### src/hw/afct_pkg.sv
// afct_pkg: constants and types of the automatic flow control trigger
package afct_pkg;
  // ****************************************
  // register bus
  // ****************************************
  localparam int AXI_AW = 12;
  localparam int AXI_DW = 32;
  localparam logic [AXI_AW-1:0] CFG_ADDR = 12'h02C;
  localparam logic [AXI_AW-1:0] STAT_ADDR = 12'h040;
  localparam int WORD_LSB = 2;
  localparam logic [1:0] RESP_OKAY = 2'h0;
  localparam logic [1:0] RESP_SLVERR = 2'h2;
  // ****************************************
  // field layout
  // ****************************************
  localparam int CFG_W = 8;
  localparam logic [CFG_W-1:0] CFG_RESET = 8'h00;
  localparam int TRIG_ANY_BIT = 0;
  localparam int TRIG_ADDR_BIT = 1;
  localparam int TRIG_BC_BIT = 2;
  localparam int TRIG_MC_BIT = 3;
  localparam int TRIG_W = 4;
  localparam int DUR_LSB = 4;
  localparam int DUR_W = 4;
  localparam int DUR_CODES = 16;
  localparam int STAT_BP_BIT = 0;
  localparam int STAT_LVL_BIT = 1;
  localparam int STAT_PSENT_BIT = 2;
  localparam int STAT_FD_BIT = 3;
  localparam int STAT_SPD10_BIT = 4;
  localparam int STAT_W = 5;
  // ****************************************
  // timing
  // ****************************************
  localparam int CLK_PERIOD_NS = 4;
  localparam int US_NS = 1000;
  localparam int BP_EXTRA_10_NS = 2200;
  localparam int BP_US_100 [DUR_CODES] = '{5, 10, 15, 25, 50, 100, 150, 200,
                                           250, 300, 350, 400, 450, 500, 550, 600};
  localparam int CNT_W = 18;
  typedef logic [CNT_W-1:0] afct_cnt_t;
  typedef afct_cnt_t afct_tab_t [DUR_CODES];
  function automatic afct_cnt_t ns_to_cyc(input int ns);
    return afct_cnt_t'((ns + CLK_PERIOD_NS - 1) / CLK_PERIOD_NS);
  endfunction
  function automatic afct_tab_t bp_tab_100();
    afct_tab_t t;
    for (int i = 0; i < DUR_CODES; i++) begin
      t[i] = ns_to_cyc(BP_US_100[i] * US_NS);
    end
    return t;
  endfunction
  localparam afct_tab_t BP_CYC_100_DEF = bp_tab_100();
  localparam afct_cnt_t BP_CYC_EXTRA_10_DEF = ns_to_cyc(BP_EXTRA_10_NS);
endpackage

### src/hw/afct_link_if.sv
// afct_link_if: frame events and timer control between the trigger parts
`timescale 1ns/1ps
`default_nettype none
interface afct_link_if;
  logic preamble;
  logic da_valid;
  logic is_mc;
  logic is_bc;
  logic addr_match;
  logic armed;
  logic [afct_pkg::TRIG_W-1:0] trig;
  logic hit;
  logic start;
  logic abort;
  afct_pkg::afct_cnt_t load;
  logic busy;
  modport ctrl (output preamble, da_valid, is_mc, is_bc, addr_match, armed, trig,
                start, abort, load, input hit, busy);
  modport qual (input preamble, da_valid, is_mc, is_bc, addr_match, armed, trig,
                output hit);
  modport timer (input start, abort, load, output busy);
endinterface
`default_nettype wire

### src/hw/afct_top.sv
// afct_top: automatic flow control trigger with its register slave
// What this block does
// - duration field sets back-pressure period; field ignored in full duplex
// - 100 Mbps codes give 5,10,15,25,50,100 then 150..600 us in 50 us steps
// - 10 Mbps adds 2.2 us to every duration code
// - multicast trigger bit plus level reached jams on multicast frames, half duplex
// - broadcast trigger bit plus level reached jams on broadcast frames, half duplex
// - address trigger bit plus level reached jams on frames for our address
// - any-frame bit: jam in half duplex, pause frames in full duplex
// - half duplex any-frame triggers at next valid preamble, no address decode
// - full duplex any-frame requests one pause frame when level is reached
// - any-frame bit overrides the multicast, broadcast and address bits
// - trigger condition is receive FIFO reaching its programmed high level
// - each triggering frame in half duplex is jammed for the set period
// - no pause frame and no back pressure while transmitter disabled
//
// Decided for this implementation: the register addresses and register access over AXI4-Lite.
`timescale 1ns/1ps
`default_nettype none
module afct_top #(
  parameter afct_pkg::afct_tab_t BP_CYC_100 = afct_pkg::BP_CYC_100_DEF,
  parameter afct_pkg::afct_cnt_t BP_CYC_EXTRA_10 = afct_pkg::BP_CYC_EXTRA_10_DEF
) (
  input wire logic sys_clk,
  input wire logic srst,
  input wire logic [afct_pkg::AXI_AW-1:0] s_axi_awaddr,
  input wire logic s_axi_awvalid,
  output logic s_axi_awready,
  input wire logic [afct_pkg::AXI_DW-1:0] s_axi_wdata,
  input wire logic [afct_pkg::AXI_DW/8-1:0] s_axi_wstrb,
  input wire logic s_axi_wvalid,
  output logic s_axi_wready,
  output logic [1:0] s_axi_bresp,
  output logic s_axi_bvalid,
  input wire logic s_axi_bready,
  input wire logic [afct_pkg::AXI_AW-1:0] s_axi_araddr,
  input wire logic s_axi_arvalid,
  output logic s_axi_arready,
  output logic [afct_pkg::AXI_DW-1:0] s_axi_rdata,
  output logic [1:0] s_axi_rresp,
  output logic s_axi_rvalid,
  input wire logic s_axi_rready,
  input wire logic fifo_level_reached,
  input wire logic full_duplex,
  input wire logic speed_10mbps,
  input wire logic tx_enable,
  input wire logic rx_preamble_valid,
  input wire logic rx_da_valid,
  input wire logic rx_da_multicast,
  input wire logic rx_da_broadcast,
  input wire logic rx_da_addr_match,
  output logic backpressure,
  output logic pause_request
);
  typedef struct packed {
    logic aw_got;
    logic [afct_pkg::AXI_AW-1:0] awaddr;
    logic w_got;
    logic [afct_pkg::CFG_W-1:0] wdata;
    logic wstrb0;
    logic bvalid;
    logic [1:0] bresp;
    logic rvalid;
    logic [1:0] rresp;
    logic [afct_pkg::AXI_DW-1:0] rdata;
    logic [afct_pkg::CFG_W-1:0] cfg;
    logic pause_sent;
    logic pause_req;
  } afct_st_t;

  afct_st_t st_ff;
  afct_st_t nxt_st;
  afct_link_if lnk ();

  logic aw_now;
  logic w_now;
  logic [afct_pkg::AXI_AW-1:0] wr_addr;
  logic [afct_pkg::CFG_W-1:0] wr_data;
  logic wr_strb0;
  logic do_write;
  logic [afct_pkg::STAT_W-1:0] stat;
  logic [afct_pkg::DUR_W-1:0] dur_code;
  logic trig_any;
  logic half_ok;
  afct_pkg::afct_cnt_t dur_cyc;

  // ****************************************
  // configuration fields
  // ****************************************
  assign dur_code = st_ff.cfg[afct_pkg::DUR_LSB +: afct_pkg::DUR_W];
  assign trig_any = st_ff.cfg[afct_pkg::TRIG_ANY_BIT];
  assign half_ok = !full_duplex && tx_enable;

  always_comb begin
    dur_cyc = BP_CYC_100[dur_code];
    if (speed_10mbps) begin
      dur_cyc = afct_pkg::afct_cnt_t'(BP_CYC_100[dur_code] + BP_CYC_EXTRA_10);
    end
  end

  // ****************************************
  // qualifier and timer
  // ****************************************
  assign lnk.preamble = rx_preamble_valid;
  assign lnk.da_valid = rx_da_valid;
  assign lnk.is_mc = rx_da_multicast;
  assign lnk.is_bc = rx_da_broadcast;
  assign lnk.addr_match = rx_da_addr_match;
  assign lnk.trig = st_ff.cfg[afct_pkg::TRIG_W-1:0];
  assign lnk.armed = half_ok && fifo_level_reached;
  assign lnk.start = lnk.hit;
  assign lnk.abort = !half_ok;
  assign lnk.load = dur_cyc;

  afct_qual u_qual (
    .sys_clk(sys_clk),
    .srst(srst),
    .lnk(lnk)
  );

  afct_timer u_timer (
    .sys_clk(sys_clk),
    .srst(srst),
    .lnk(lnk)
  );

  assign backpressure = lnk.busy && half_ok;

  // ****************************************
  // status word
  // ****************************************
  always_comb begin
    stat = '0;
    stat[afct_pkg::STAT_BP_BIT] = backpressure;
    stat[afct_pkg::STAT_LVL_BIT] = fifo_level_reached;
    stat[afct_pkg::STAT_PSENT_BIT] = st_ff.pause_sent;
    stat[afct_pkg::STAT_FD_BIT] = full_duplex;
    stat[afct_pkg::STAT_SPD10_BIT] = speed_10mbps;
  end

  // ****************************************
  // bus handshakes
  // ****************************************
  assign s_axi_awready = !st_ff.aw_got && !st_ff.bvalid;
  assign s_axi_wready = !st_ff.w_got && !st_ff.bvalid;
  assign s_axi_arready = !st_ff.rvalid;
  assign s_axi_bvalid = st_ff.bvalid;
  assign s_axi_bresp = st_ff.bresp;
  assign s_axi_rvalid = st_ff.rvalid;
  assign s_axi_rresp = st_ff.rresp;
  assign s_axi_rdata = st_ff.rdata;
  assign pause_request = st_ff.pause_req && tx_enable;

  assign aw_now = st_ff.aw_got || (s_axi_awvalid && s_axi_awready);
  assign w_now = st_ff.w_got || (s_axi_wvalid && s_axi_wready);
  assign do_write = aw_now && w_now;
  assign wr_addr = st_ff.aw_got ? st_ff.awaddr : s_axi_awaddr;
  assign wr_data = st_ff.w_got ? st_ff.wdata : s_axi_wdata[afct_pkg::CFG_W-1:0];
  assign wr_strb0 = st_ff.w_got ? st_ff.wstrb0 : s_axi_wstrb[0];

  // ****************************************
  // next state
  // ****************************************
  always_comb begin
    nxt_st = st_ff;
    nxt_st.pause_req = 1'b0;
    // write channel
    if (s_axi_awvalid && s_axi_awready) begin
      nxt_st.aw_got = 1'b1;
      nxt_st.awaddr = s_axi_awaddr;
    end
    if (s_axi_wvalid && s_axi_wready) begin
      nxt_st.w_got = 1'b1;
      nxt_st.wdata = s_axi_wdata[afct_pkg::CFG_W-1:0];
      nxt_st.wstrb0 = s_axi_wstrb[0];
    end
    if (st_ff.bvalid && s_axi_bready) begin
      nxt_st.bvalid = 1'b0;
    end
    if (do_write) begin
      nxt_st.aw_got = 1'b0;
      nxt_st.w_got = 1'b0;
      nxt_st.bvalid = 1'b1;
      nxt_st.bresp = afct_pkg::RESP_OKAY;
      if (wr_addr[afct_pkg::AXI_AW-1:afct_pkg::WORD_LSB] ==
          afct_pkg::CFG_ADDR[afct_pkg::AXI_AW-1:afct_pkg::WORD_LSB]) begin
        if (wr_strb0) begin
          nxt_st.cfg = wr_data;
        end
      end else if (wr_addr[afct_pkg::AXI_AW-1:afct_pkg::WORD_LSB] !=
                   afct_pkg::STAT_ADDR[afct_pkg::AXI_AW-1:afct_pkg::WORD_LSB]) begin
        nxt_st.bresp = afct_pkg::RESP_SLVERR;
      end
    end
    // read channel
    if (st_ff.rvalid && s_axi_rready) begin
      nxt_st.rvalid = 1'b0;
    end
    if (s_axi_arvalid && s_axi_arready) begin
      nxt_st.rvalid = 1'b1;
      nxt_st.rresp = afct_pkg::RESP_OKAY;
      nxt_st.rdata = '0;
      if (s_axi_araddr[afct_pkg::AXI_AW-1:afct_pkg::WORD_LSB] ==
          afct_pkg::CFG_ADDR[afct_pkg::AXI_AW-1:afct_pkg::WORD_LSB]) begin
        nxt_st.rdata[afct_pkg::CFG_W-1:0] = st_ff.cfg;
      end else if (s_axi_araddr[afct_pkg::AXI_AW-1:afct_pkg::WORD_LSB] ==
                   afct_pkg::STAT_ADDR[afct_pkg::AXI_AW-1:afct_pkg::WORD_LSB]) begin
        nxt_st.rdata[afct_pkg::STAT_W-1:0] = stat;
      end else begin
        nxt_st.rresp = afct_pkg::RESP_SLVERR;
      end
    end
    // one pause request per high-level episode
    if (!fifo_level_reached) begin
      nxt_st.pause_sent = 1'b0;
    end else if (full_duplex && tx_enable && trig_any && !st_ff.pause_sent) begin
      nxt_st.pause_req = 1'b1;
      nxt_st.pause_sent = 1'b1;
    end
  end

  always_ff @(posedge sys_clk) begin
    if (srst) begin
      st_ff <= '0;
      st_ff.cfg <= afct_pkg::CFG_RESET;
    end else begin
      st_ff <= nxt_st;
    end
  end
endmodule
`default_nettype wire

### src/hw/afct_qual.sv
// afct_qual: decides whether a received frame triggers back pressure
`timescale 1ns/1ps
`default_nettype none
module afct_qual (
  input wire logic sys_clk,
  input wire logic srst,
  afct_link_if.qual lnk
);
  logic sel_hit;
  // ****************************************
  // frame qualification
  // ****************************************
  always_comb begin
    sel_hit = (lnk.trig[afct_pkg::TRIG_MC_BIT] & lnk.is_mc) |
              (lnk.trig[afct_pkg::TRIG_BC_BIT] & lnk.is_bc) |
              (lnk.trig[afct_pkg::TRIG_ADDR_BIT] & lnk.addr_match);
    if (lnk.trig[afct_pkg::TRIG_ANY_BIT]) begin
      lnk.hit = lnk.armed & lnk.preamble;
    end else begin
      lnk.hit = lnk.armed & lnk.da_valid & sel_hit;
    end
  end
endmodule
`default_nettype wire

### src/hw/afct_timer.sv
// afct_timer: back-pressure duration timer
`timescale 1ns/1ps
`default_nettype none
module afct_timer (
  input wire logic sys_clk,
  input wire logic srst,
  afct_link_if.timer lnk
);
  typedef struct packed {
    logic busy;
    afct_pkg::afct_cnt_t cnt;
  } afct_tmr_st_t;
  afct_tmr_st_t st_ff;
  afct_tmr_st_t nxt_st;
  // ****************************************
  // countdown
  // ****************************************
  always_comb begin
    nxt_st = st_ff;
    if (lnk.abort) begin
      nxt_st.busy = 1'b0;
      nxt_st.cnt = '0;
    end else if (lnk.start) begin
      nxt_st.busy = 1'b1;
      nxt_st.cnt = lnk.load - afct_pkg::afct_cnt_t'(1);
    end else if (st_ff.busy) begin
      if (st_ff.cnt == '0) begin
        nxt_st.busy = 1'b0;
      end else begin
        nxt_st.cnt = st_ff.cnt - afct_pkg::afct_cnt_t'(1);
      end
    end
  end
  always_ff @(posedge sys_clk) begin
    if (srst) begin
      st_ff <= '0;
    end else begin
      st_ff <= nxt_st;
    end
  end
  assign lnk.busy = st_ff.busy;
endmodule
`default_nettype wire

### config.mk
export PLATFORM = sky130hd
export DESIGN_NAME = afct_top
export DESIGN_NICKNAME = d
export VERILOG_FILES = /design/src/hw/afct_pkg.sv /design/src/hw/afct_link_if.sv /design/src/hw/afct_top.sv /design/src/hw/afct_qual.sv /design/src/hw/afct_timer.sv
export SDC_FILE = /design/constraint.sdc
export NUM_CORES = 1
export LEC_CHECK = 0
export CAP_MARGIN = 10
export CORE_UTILIZATION = 64
export DETAILED_ROUTE_END_ITERATION = 8
export DONT_BUFFER_PORTS = 1
export HOLD_SLACK_MARGIN = 0.03
export PLACE_DENSITY = 0.8
export SLEW_MARGIN = 10
export SYNTH_ARGS = -nofsm -noshare
export SYNTH_HDL_FRONTEND = slang
export SYNTH_HIERARCHICAL = 1
export SYNTH_SLANG_ARGS = --single-unit
### constraint.sdc
create_clock -name sys_clk -period 4.45 [get_ports sys_clk]
set_input_delay 0 -clock sys_clk [delete_from_list [all_inputs] [get_ports sys_clk]]
set_output_delay 0 -clock sys_clk [all_outputs]
set_load 0.1 [all_outputs]
# Yosys cells after proc, flatten, opt, wreduce, memory -nomap -nowiden
# Memories as Yosys holds them, arrays and structs flattened.
# Cells that the tools add are included.
# totals
reg_bits	66
latchBits	0
ram_bits	0
romBits	288
inputBits	76
wordCells	91
mem_count	1
# memory_table
name	words	word_bits	rd	rd_ports_with_merged_regs	write_ports	line	text
(name not given)	16	18	1	0	0	afct_top.sv:97	dur_cyc = afct_pkg::afct_cnt_t'(BP_CYC_100[dur_code] + BP_CYC_EXTRA_10);
# op_classes
add_sub_neg	3
mul	0
n_div	0
order_cmp	1
n_eq_ne	5
n_shift	0
n_mux	23
bitwise	11
reduce_logical	32
# ops
cell	count
$mux 18	4
$mux 19	2
$sub 18x1->18 const B	2
$mux 35	1
$eq 10x4->1 const B	2
$add 18x10->18 const B	1
$logic_not 18->1	1
$logic_and 1x1->1	15
$mux 12	1
$eq 10x5->1 const B	1
$mux 5	2
$ne 10x5->1 const B	1
$mux 2	4
$mux 8	1
$and 1x1->1	6
$logic_not 1->1	6
$mux 1	6
$mux 3	2
$reduce_bool 2->1	3
$reduce_or 2->1	3
$ge 5x5->1 const B	1
$not 4->5	1
$reduce_and 3->1	1
$logic_or 1x1->1	2
4 further kinds	6

# Depth between registers and ports, before layout
# Gate-level depths: netlist (run 1).
# depth
word_depth	8
ltp_mapped	15
depth_no_buf	14

# Cells and area by module
# The synthesis (run 1) kept the hierarchy.
# by_module_without_submodules
module	n_inst	cells_per_inst	area_per_inst_um2	seq_area_each_um2
afct_top	1	359	2862.7	860.8
afct_timer	1	186	1437.6	380.4
afct_qual	1	4	26.3	0.0

# Least setup slack after synthesis (run 1)
# No wires, ideal clock.
# synth_timing
path_kind	register to register
from	register st_ff (netlist bit dur_code[1])
to	register u_timer/st_ff[13] (netlist name)
setup_ps	117
arrival_ps	3558
required_time_ps	4333
slack_ps	775
path_stages_with_launch	15
path_buffers	1
cell_sequence	dfxtp_1 -> clkbuf_1 -> inv_1 -> ha_1 -> or3_1 -> ha_1 -> o31ai_1 -> a31oi_1 -> xor2_1 -> or4_1 -> or3_1 -> nor2_1 -> xnor2_1 -> o21ai_0 -> a32o_1
# synth_via
elab_chain_len	8
# synth_rtl
item	line	text
from (decl)	afct_top.sv:71	afct_st_t st_ff;
from (signal assigned)	afct_top.sv:227	st_ff <= nxt_st;
$not 4->5 (implied by the code) *	afct_top.sv:95, afct_top.sv:97	
$mem_v2 16x18 *	n/a	
$mux 18 (implied by the code) * (2 in a row)	afct_top.sv:97	
$add 18x10->18	afct_top.sv:97	
$mux 18 *	afct_top.sv:96	if (speed_10mbps) begin
via dur_cyc[9]	afct_top.sv:85	afct_pkg::afct_cnt_t dur_cyc;
$sub 18x1->18 *	afct_timer.sv:25	nxt_st.cnt = lnk.load - afct_pkg::afct_cnt_t'(1);
$mux 19 *	afct_timer.sv:23	end else if (lnk.start) begin
to (signal assigned)	afct_timer.sv:38	st_ff <= nxt_st;
to (decl)	afct_timer.sv:13	afct_tmr_st_t st_ff;
# The timed path passes the listed nets; every way through them passes the cells marked *. The select of a mux whose other input is x is not followed.
# A chain may end at the register's enable or synchronous reset.

# Worst setup path in the final report (run 1)
# layout_timing
from	register st_ff (netlist bit dur_code[0])
to	register u_timer/st_ff[13] (netlist name)
# The elaborated chain is that of the path after synthesis.

==> results of run 1 <==
report_power, final:
| group | total (mW) | switching (mW) | internal [mW] |
|---|---|---|---|
| clock network | 0.518 | 0.258 | 0.260 |
| logic | 0.262 | 0.197 | 0.0650 |
| registers | 0.619 | 0.0464 | 0.573 |
sequential cells by signal (all words and copies together) (netlist names):
register          cells
dur_code              4
lnk.trig              4
s_axi_bresp           1
s_axi_bvalid          1
s_axi_rdata           8
s_axi_rresp           1
s_axi_rvalid          1
st_ff                23
u_timer/lnk.busy      1
u_timer/st_ff        18
layout make-up:
cell class / count / area share, %
sequential: 62 / 26.0
timing repair buffer: 45 / 9.28
multi-input combinational: 437 / 57.1
inverter: 19 / 1.49
clock buffer: 9 / 2.60
tap: 77 / 2.02
clock inverter: 7 / 1.52
worst max path at each step:
stage / from / end / slack [ns] / cells past startpoint
after floorplan: dur_code[1]$_SDFFE_PP0P_ / u_timer/st_ff[13]$_SDFFE_PP0P_ / 0.78 / 14
after global placement: dur_code[0]$_SDFFE_PP0P_ / u_timer/st_ff[13]$_SDFFE_PP0P_ / 0.60 / 14
after detailed placement: dur_code[0]$_SDFFE_PP0P_ / u_timer/st_ff[13]$_SDFFE_PP0P_ / 0.53 / 14
after CTS: dur_code[0]$_SDFFE_PP0P_ / u_timer/st_ff[13]$_SDFFE_PP0P_ / 0.52 / 14
after global routing: dur_code[0]$_SDFFE_PP0P_ / u_timer/st_ff[10]$_SDFFE_PP0P_ / 0.17 / 13
final: dur_code[0]$_SDFFE_PP0P_ / u_timer/st_ff[13]$_SDFFE_PP0P_ / 0.49 / 14
cells by family (layout without fill, tap and decap cells):
family	count (synthesis)	after routing	synth area share, %
flip-flops	62	62	28.7
other	1	29	0.0867
adder cells (fa/ha/maj)	13	13	3.76
XOR/XNOR	32	32	6.48
AND/OR/NAND/NOR	221	221	26.0
buffers and inverters	78	80	11.1
multiplexers	20	20	5.21
AO/OA/AOI/OAI	122	122	18.7
layer usage:
layer  vias up  part of all wire, %
met2       195                   48
li1       1921                    -
met3        52                  7.7
met4         0                  3.4
met1      1856                   41
met5         -                    0
cells in the mapped netlist, drive strengths merged, types with 2 or more instances:
cell    number  area (um^2)
a211oi      16          140
a21boi       2         15.0
a21oi       53          269
a22oi        2         15.0
a31o         3         26.3
a31oi        7         50.1
and2         6         40.0
and3         3         18.8
and4b        2         20.0
buf         44          338
clkbuf      14         62.6
dfxtp       62         1240
ha          13          163
inv         19         71.3
mux2i       18          180
mux4         2         45.0
nand2       68          258
nand2b       9         56.3
nand3       14         70.1
nand4        4         25.0
nand4b       3         41.3
nor2        58          223
nor2b        4         25.0
nor3        21          131
nor3b        4         35.0
nor4         7         43.8
nor4b        5         43.8
o211ai       3         22.5
o21a         2         22.5
o21ai       18          101
o22ai        2         12.5
o31ai        3         22.5
or3          7         43.8
or4          4         37.5
xnor2       14          123
xor2        18          158
worst reg2reg max path: stages (launching register included):
cell	delay (ns)
dfxtp_1	0.57
inv_1	0.24
ha_1	0.42
xor2_1	0.19
o22a_1	0.24
o21ai_0	0.28
a31o_2	0.23
nand2_1	0.07
xor2_1	0.17
or4_1	0.54
or3_1	0.34
nor2_1	0.12
xnor2_1	0.13
o21ai_0	0.10
a32o_1	0.22
metrics by stage:
step / util (%) / power (mW)
after detailed placement: 65.1 / 0.849
after global placement: 65.1 / 0.845
after floorplan: - / 0.853
after CTS: 74.3 / 1.38
final: 74.3 / 1.40
after global routing: 74.3 / 1.44
repair_timing:
| item | in CTS | in global routing |
|---|---|---|
| hold endpoints to repair | 48 | 0 |
| resized for setup | 0 | 0 |
| hold buffers | 38 | 0 |
==> summary.md, run 1 <==
| Metric | Value |
|---|---|
| Commonest non-fill, non-tap cell in the layout | `nand2_1` |
| GRT Resource Usage Total | `a little under a third` |
| Kind of critical path | `flop to flop` |
| Die Wd | `roughly 84 um` |
| Worst reg-to-reg setup slack | `roughly 0.5 ns` |
| Register area share after synthesis | `28.7%` |
| Required time worst endpoint | `4.70 ns` |
| Most frequent cells in the layout | `nand2_1, dfxtp_1, nor2_1` |
| Via count | `4,024` |
| CTS tree | `yes` |
| Hold Fails Final Rpt | `0` |
| Global-route wire length before repair | `about 17,000 um` |
| Maximum clock rate | `around 250 MHz` |
| Max-cap violations | `0` |
| WL per Instance | `approximately 16 um` |
| Crit share post-route | `slightly below 90%` |
| Worst path cell trace | `inv_1 > ha_1 > xor2_1 > o22a_1 > o21ai_0 > a31o_2 > nand2_1 > xor2_1 > or4_1 > or3_1 > nor2_1 > xnor2_1 > o21ai_0 > a32o_1` |
| Mapped cell area | `0.00433 mm^2` |
| WP buf/inv | `1` |
| Core area | `0.00642 mm^2` |
| Layout fillers | `between 400 and 500` |
| R2R depth | `14` |
| Worst EP arrival | `4.21 ns` |
| Detailed placement HPWL | `between 6000 and 7000 um` |
| Antenna diodes | `0` |
| Synth warn | `6` |
| Failing checks | `DRC` |
| Max FO, Critical Path | `11` |
| IO Port Bufs | `0` |
| Hold WC Path Type | `input pin to flop` |
| Worst Hold Launch | `s_axi_wvalid` |
| Syn_area_per_cell | `7.88 um^2` |
| DRC viols | `18` |
| EDFF count, synth | `0` |
| Min cycle time layout | `approximately 4.0 ns` |
| Area after DPL | `about 0.0042 mm^2` |
| Post-CTS setup buffers | `0` |
| First-pass iteration count of the detailed router | `8` |
| Met1 usage | `a little under two fifths` |
| Post-synth top flop | `dfxtp_1` |
| Pins Over Slew Limit | `0` |
| Leakage power | `around 1.8 nW` |
| Synth-to-Final Area Change | `10.3%` |
| Fin area | `between 0.004 and 0.005 mm^2` |
| Worst setup margin | `~0.5 ns` |
| Finished Layout Cells | `656` |
| Worst skew pair latency | `about 0.36 ns` |
| Worst setup EP type | `flop` |
| FF-to-FF Start | `dur_code[0]$_SDFFE_PP0P_` |
| Total Wirelength | `roughly 11,000 um` |
| Hold Path Stages | `3` |
| Unrepaired setup endpoints after global routing | `false` |
| WHS | `roughly 0.047 ns` |
| Crit start category | `flop` |
| Ys async rst share | `0%` |
| Clock Skews | `0.0130 ns` |
| Multi-input combinational cell area | `0.00272 mm^2` |
| Vias per inst | `6.13` |
| Synth Register Bits | `62` |
| RePlAce Congestion | `0.886` |
| Met3 usage | `7.57%` |
| Die area | `approximately 0.0071 mm^2` |
| CP delay by family, top | `simple AND/OR/NAND/NOR gates` |
| Worst IR Drop VDD | `around 0.00022 V` |
| Max_slew headroom | `about 25%` |
| Largest net degree at the start of global routing | `43` |
| CP peak stage delay | `0.57 ns` |
| Clock Tree Buf Depth | `2` |
| Dpl cells | `between 600 and 700` |
| Status | `finished with violations` |
| Seq. cell area | `approximately 0.0012 mm^2` |
| Vias in the first global route | `roughly 3,800` |
| Remaining antenna violation count | `0` |
| DR iter-0 viols | `359` |
| Pwr Density | `roughly 300 mW/mm^2` |
| Core Rows | `29` |
| TNS Setup | `0 ns` |
| Met2 GRT Util | `51.9%` |
| Peak-usage layer in the global routing report | `met2` |
| Initial antenna violation count | `0` |
| Synth unique cells | `69` |
| DP Worst Slack | `roughly 0.53 ns` |
| Hold EP | `st_ff[56]$_SDFFE_PP0P_` |
| Share of layout cells above drive strength 1 | `a little under a tenth` |
| Least-Margin Pin Slew | `approximately 1.1 ns` |
| Chip height | `about 84 um` |
| Final-report setup violation count | `0` |
| CP max stage cell | `dfxtp_1` |
| CTS clk-pin slew, worst paths | `0.07 ns` |
| Clock Sinks | `62` |
| Top-level I/O count | `119` |
| Synth Instances | `549` |
| CTS root buf | `clkbuf_8` |
| Reg-to-Reg End | `u_timer/st_ff[13]$_SDFFE_PP0P_` |
| GRT Residual Overflow | `0` |
| # nets final | `approximately 660` |
| Initial Utilization | `roughly 67%` |
| H-tree levels | `3` |
| Num CTS Buffers | `9` |
(Power assumes the default switching activity.)
==> inputs of run 2 (changes only) <==
Settings changed: CORE_MARGIN set to 4.
==> run 2 against run 1 <==
Net effect:
- the run now ends clean
- register-to-register slack worse by 0.09 ns
- critical path type unchanged
- routed wire length is 3.7% higher
- hold slack better by 0.0014 ns
- combinational power hardly changed
- sequential power hardly changed
- die area is 15% higher
- critical path depth is 1 lower
- cell count is 0.91% lower
- non-clock buffer count is 5 lower
- worst setup slack worse by 0.090 ns
- highest routed layer unchanged
==> summary.md, run 2 (synthesized netlist as in run 1, its figures left out) <==
| Metric | Value |
|---|---|
| Top-level I/O count | `roughly 120` |
| Required time worst endpoint | `4.72 ns` |
| Max reg flops | `23` |
| Status | `finished, final reports clean` |
| Most frequent cells in the layout | `nand2_1, dfxtp_1, nor2_1` |
| Vias per inst | `~6.2` |
| Unrepaired setup endpoints after global routing | `false` |
| Crit start category | `flop` |
| Commonest non-fill, non-tap cell in the layout | `nand2_1` |
| Global-route wire length before repair | `18,000 um` |
| Remaining antenna violation count | `0` |
| DRC viols | `0` |
| Worst IR Drop VDD | `about 0.00038 V` |
| CTS clk-pin slew, worst paths | `around 0.070 ns` |
| Worst skew pair latency | `~0.35 ns` |
| Maximum clock rate | `247 MHz` |
| Chip height | `90.2 um` |
| Max FO, Critical Path | `11` |
| Largest net degree at the start of global routing | `43` |
| CP peak stage delay | `slightly below 0.6 ns` |
| Fin area | `0.00470 mm^2` |
| CP max stage cell | `dfxtp_1` |
| Net Switching | `0.465 mW` |
| Synth-to-Final Area Change | `8.59%` |
| Leakage power | `approximately 1.8 nW` |
| FF-to-FF Start | `dur_code[0]$_SDFFE_PP0P_` |
| Die Wd | `90.2 um` |
| TNS Setup | `0 ns` |
| Initial antenna violation count | `0` |
| Antenna diodes | `0` |
| Initial Utilization | `about two thirds` |
| Part of the power in registers | `between 40% and 50%` |
| Share of layout cells above drive strength 1 | `under 10%` |
| CP delay by family, top | `simple AND/OR/NAND/NOR gates` |
| Worst setup EP type | `flop` |
| Via count | `between 4,000 and 5,000` |
| WP buf/inv | `1` |
| Max-cap violations | `0` |
| Clock Tree Buf Depth | `2` |
| Core Rows | `29` |
| Core area | `approximately 0.0065 mm^2` |
| Pins Over Slew Limit | `0` |
| Worst EP arrival | `4.32 ns` |
| Num CTS Buffers | `9` |
| First-pass iteration count of the detailed router | `5` |
| CTS tree | `yes` |
| Pwr Density | `282 mW/mm^2` |
| R2R depth | `13` |
| Final-report setup violation count | `0` |
| Reg-to-Reg End | `u_timer/st_ff[10]$_SDFFE_PP0P_` |
| Hold Path Stages | `4` |
| GRT Residual Overflow | `0` |
| Die area | `about 0.0081 mm^2` |
| Worst Hold Launch | `s_axi_awaddr[3]` |
| GRT Resource Usage Total | `between 20% and 30%` |
| Least-Margin Pin Slew | `1.13 ns` |
| Worst reg-to-reg setup slack | `0.40 ns` |
| CTS root buf | `clkbuf_8` |
| Total Wirelength | `about 11,000 um` |
| Clock Sinks | `between 60 and 70` |
| Sw Share | `between 30% and 40%` |
| Min cycle time layout | `between 4 and 5 ns` |
| Power Internal | `0.861 mW` |
| Clk pwr share | `between 30% and 40%` |
| Clock Skews | `0.00872 ns` |
| Top reg by flops | `st_ff` |
| Hold Fails Final Rpt | `0` |
| Final core utilization | `72.7%` |
| Kind of critical path | `flop to flop` |
| DR iter-0 viols | `about 250` |
| RePlAce Congestion | `between 0.9 and 1` |
| Logic pwr share | `19.6%` |
| Detailed placement HPWL | `~7300 um` |
| Hold EP | `s_axi_bresp[1]$_SDFFE_PP0P_` |
| Worst path cell trace | `inv_1 > ha_1 > xor2_1 > o22a_1 > o21ai_0 > nand2_1 > xnor2_1 > nor4_1 > nand3b_1 > or4_1 > xnor2_1 > nand2_1 > a31oi_1` |
| Vias in the first global route | `3,749` |
| IO Port Bufs | `0` |
| Area after DPL | `between 0.004 and 0.005 mm^2` |
| WL per Instance | `around 17 um` |
| Max_slew headroom | `24.8%` |
| Hold WC Path Type | `input pin to flop` |
| Crit share post-route | `between 90% and 100%` |
| # nets final | `approximately 660` |
| Post-CTS setup buffers | `0` |
| H-tree levels | `3` |
run 2: cell count changes in the layout (fill, tap and decap cells not counted), sizes merged:
cell         previous run  this run
clkinvlp                2         1
bufinv                  1         0
inv                    21        19
clkinv                  2         3
dlygate4sd3            37        32
clkbuf                  9        11
run 2: metal layers:
layer	GRT usage (%)	vias up	routed length [um]
li1	-	1912	-
met5	0	-	0
met3	6.34	44	906
met2	45.1	224	5350
met1	31.9	1871	4520
met4	12.1	0	376
run 2: power groups by stage:
| stage | sequential, mW | combinational, mW | clock (mW) |
|---|---|---|---|
| 3_5_place_dp | 0.630 | 0.220 | 0 |
| 5_1_grt | 0.621 | 0.274 | 0.473 |
| 4_1_cts | 0.617 | 0.253 | 0.451 |
| 3_3_place_gp | 0.629 | 0.217 | 0 |
| 6_report | 0.620 | 0.261 | 0.446 |
| 2_1_floorplan | 0.607 | 0.246 | 0 |
run 2: worst reg2reg max path: cells and delay by family (launching register included):
family	cells	cell delay, ns
AO/OA/AOI/OAI	3	0.71
AND/OR/NAND/NOR	5	1.54
XOR/XNOR	3	0.50
adder cells (fa/ha/maj)	1	0.42
flip-flops	1	0.59
buffers and inverters	1	0.24
run 2: area by class of cell:
type | count | area, um^2
multi-input cells | 437 | 2720
clock buffers | 11 | 151
inverters | 19 | 71.3
clock inverters | 4 | 22.5
repair buffers | 40 | 393
well taps | 77 | 96.3
fillers | 476 | 1760
flip-flops and latches | 62 | 1240
run 2: metrics by stage:
step | cells | power (mW) | setup WS [ns] | hold WS [ns]
4_1_cts | 650 | 1.32 | 0.438 | 0.0320
3_5_place_dp | 602 | 0.850 | 0.455 | 0.0733
5_1_grt | 650 | 1.37 | 0.0581 | 0.0745
3_3_place_gp | 602 | 0.846 | 0.585 | 0.0722
6_report | 650 | 1.33 | 0.401 | 0.0479
2_1_floorplan | 577 | 0.853 | 0.775 | 0.0875
run 2: worst max-delay path by stage:
| stage | start | to | depth (start not counted) |
|---|---|---|---|
| after CTS | dur_code[0]$_SDFFE_PP0P_ | u_timer/st_ff[10]$_SDFFE_PP0P_ | 13 |
| after global routing | dur_code[0]$_SDFFE_PP0P_ | u_timer/st_ff[10]$_SDFFE_PP0P_ | 13 |
| after global placement | dur_code[0]$_SDFFE_PP0P_ | u_timer/st_ff[13]$_SDFFE_PP0P_ | 14 |
| final | dur_code[0]$_SDFFE_PP0P_ | u_timer/st_ff[10]$_SDFFE_PP0P_ | 13 |
| after floorplan | dur_code[1]$_SDFFE_PP0P_ | u_timer/st_ff[13]$_SDFFE_PP0P_ | 14 |
| after detailed placement | dur_code[0]$_SDFFE_PP0P_ | u_timer/st_ff[10]$_SDFFE_PP0P_ | 13 |
run 2: what timing repair did:
| item | in CTS | in global routing |
|---|---|---|
| endpoints found under the hold margin | 49 | 0 |
| gates resized for setup | 0 | 0 |
| hold buffers | 33 | 0 |
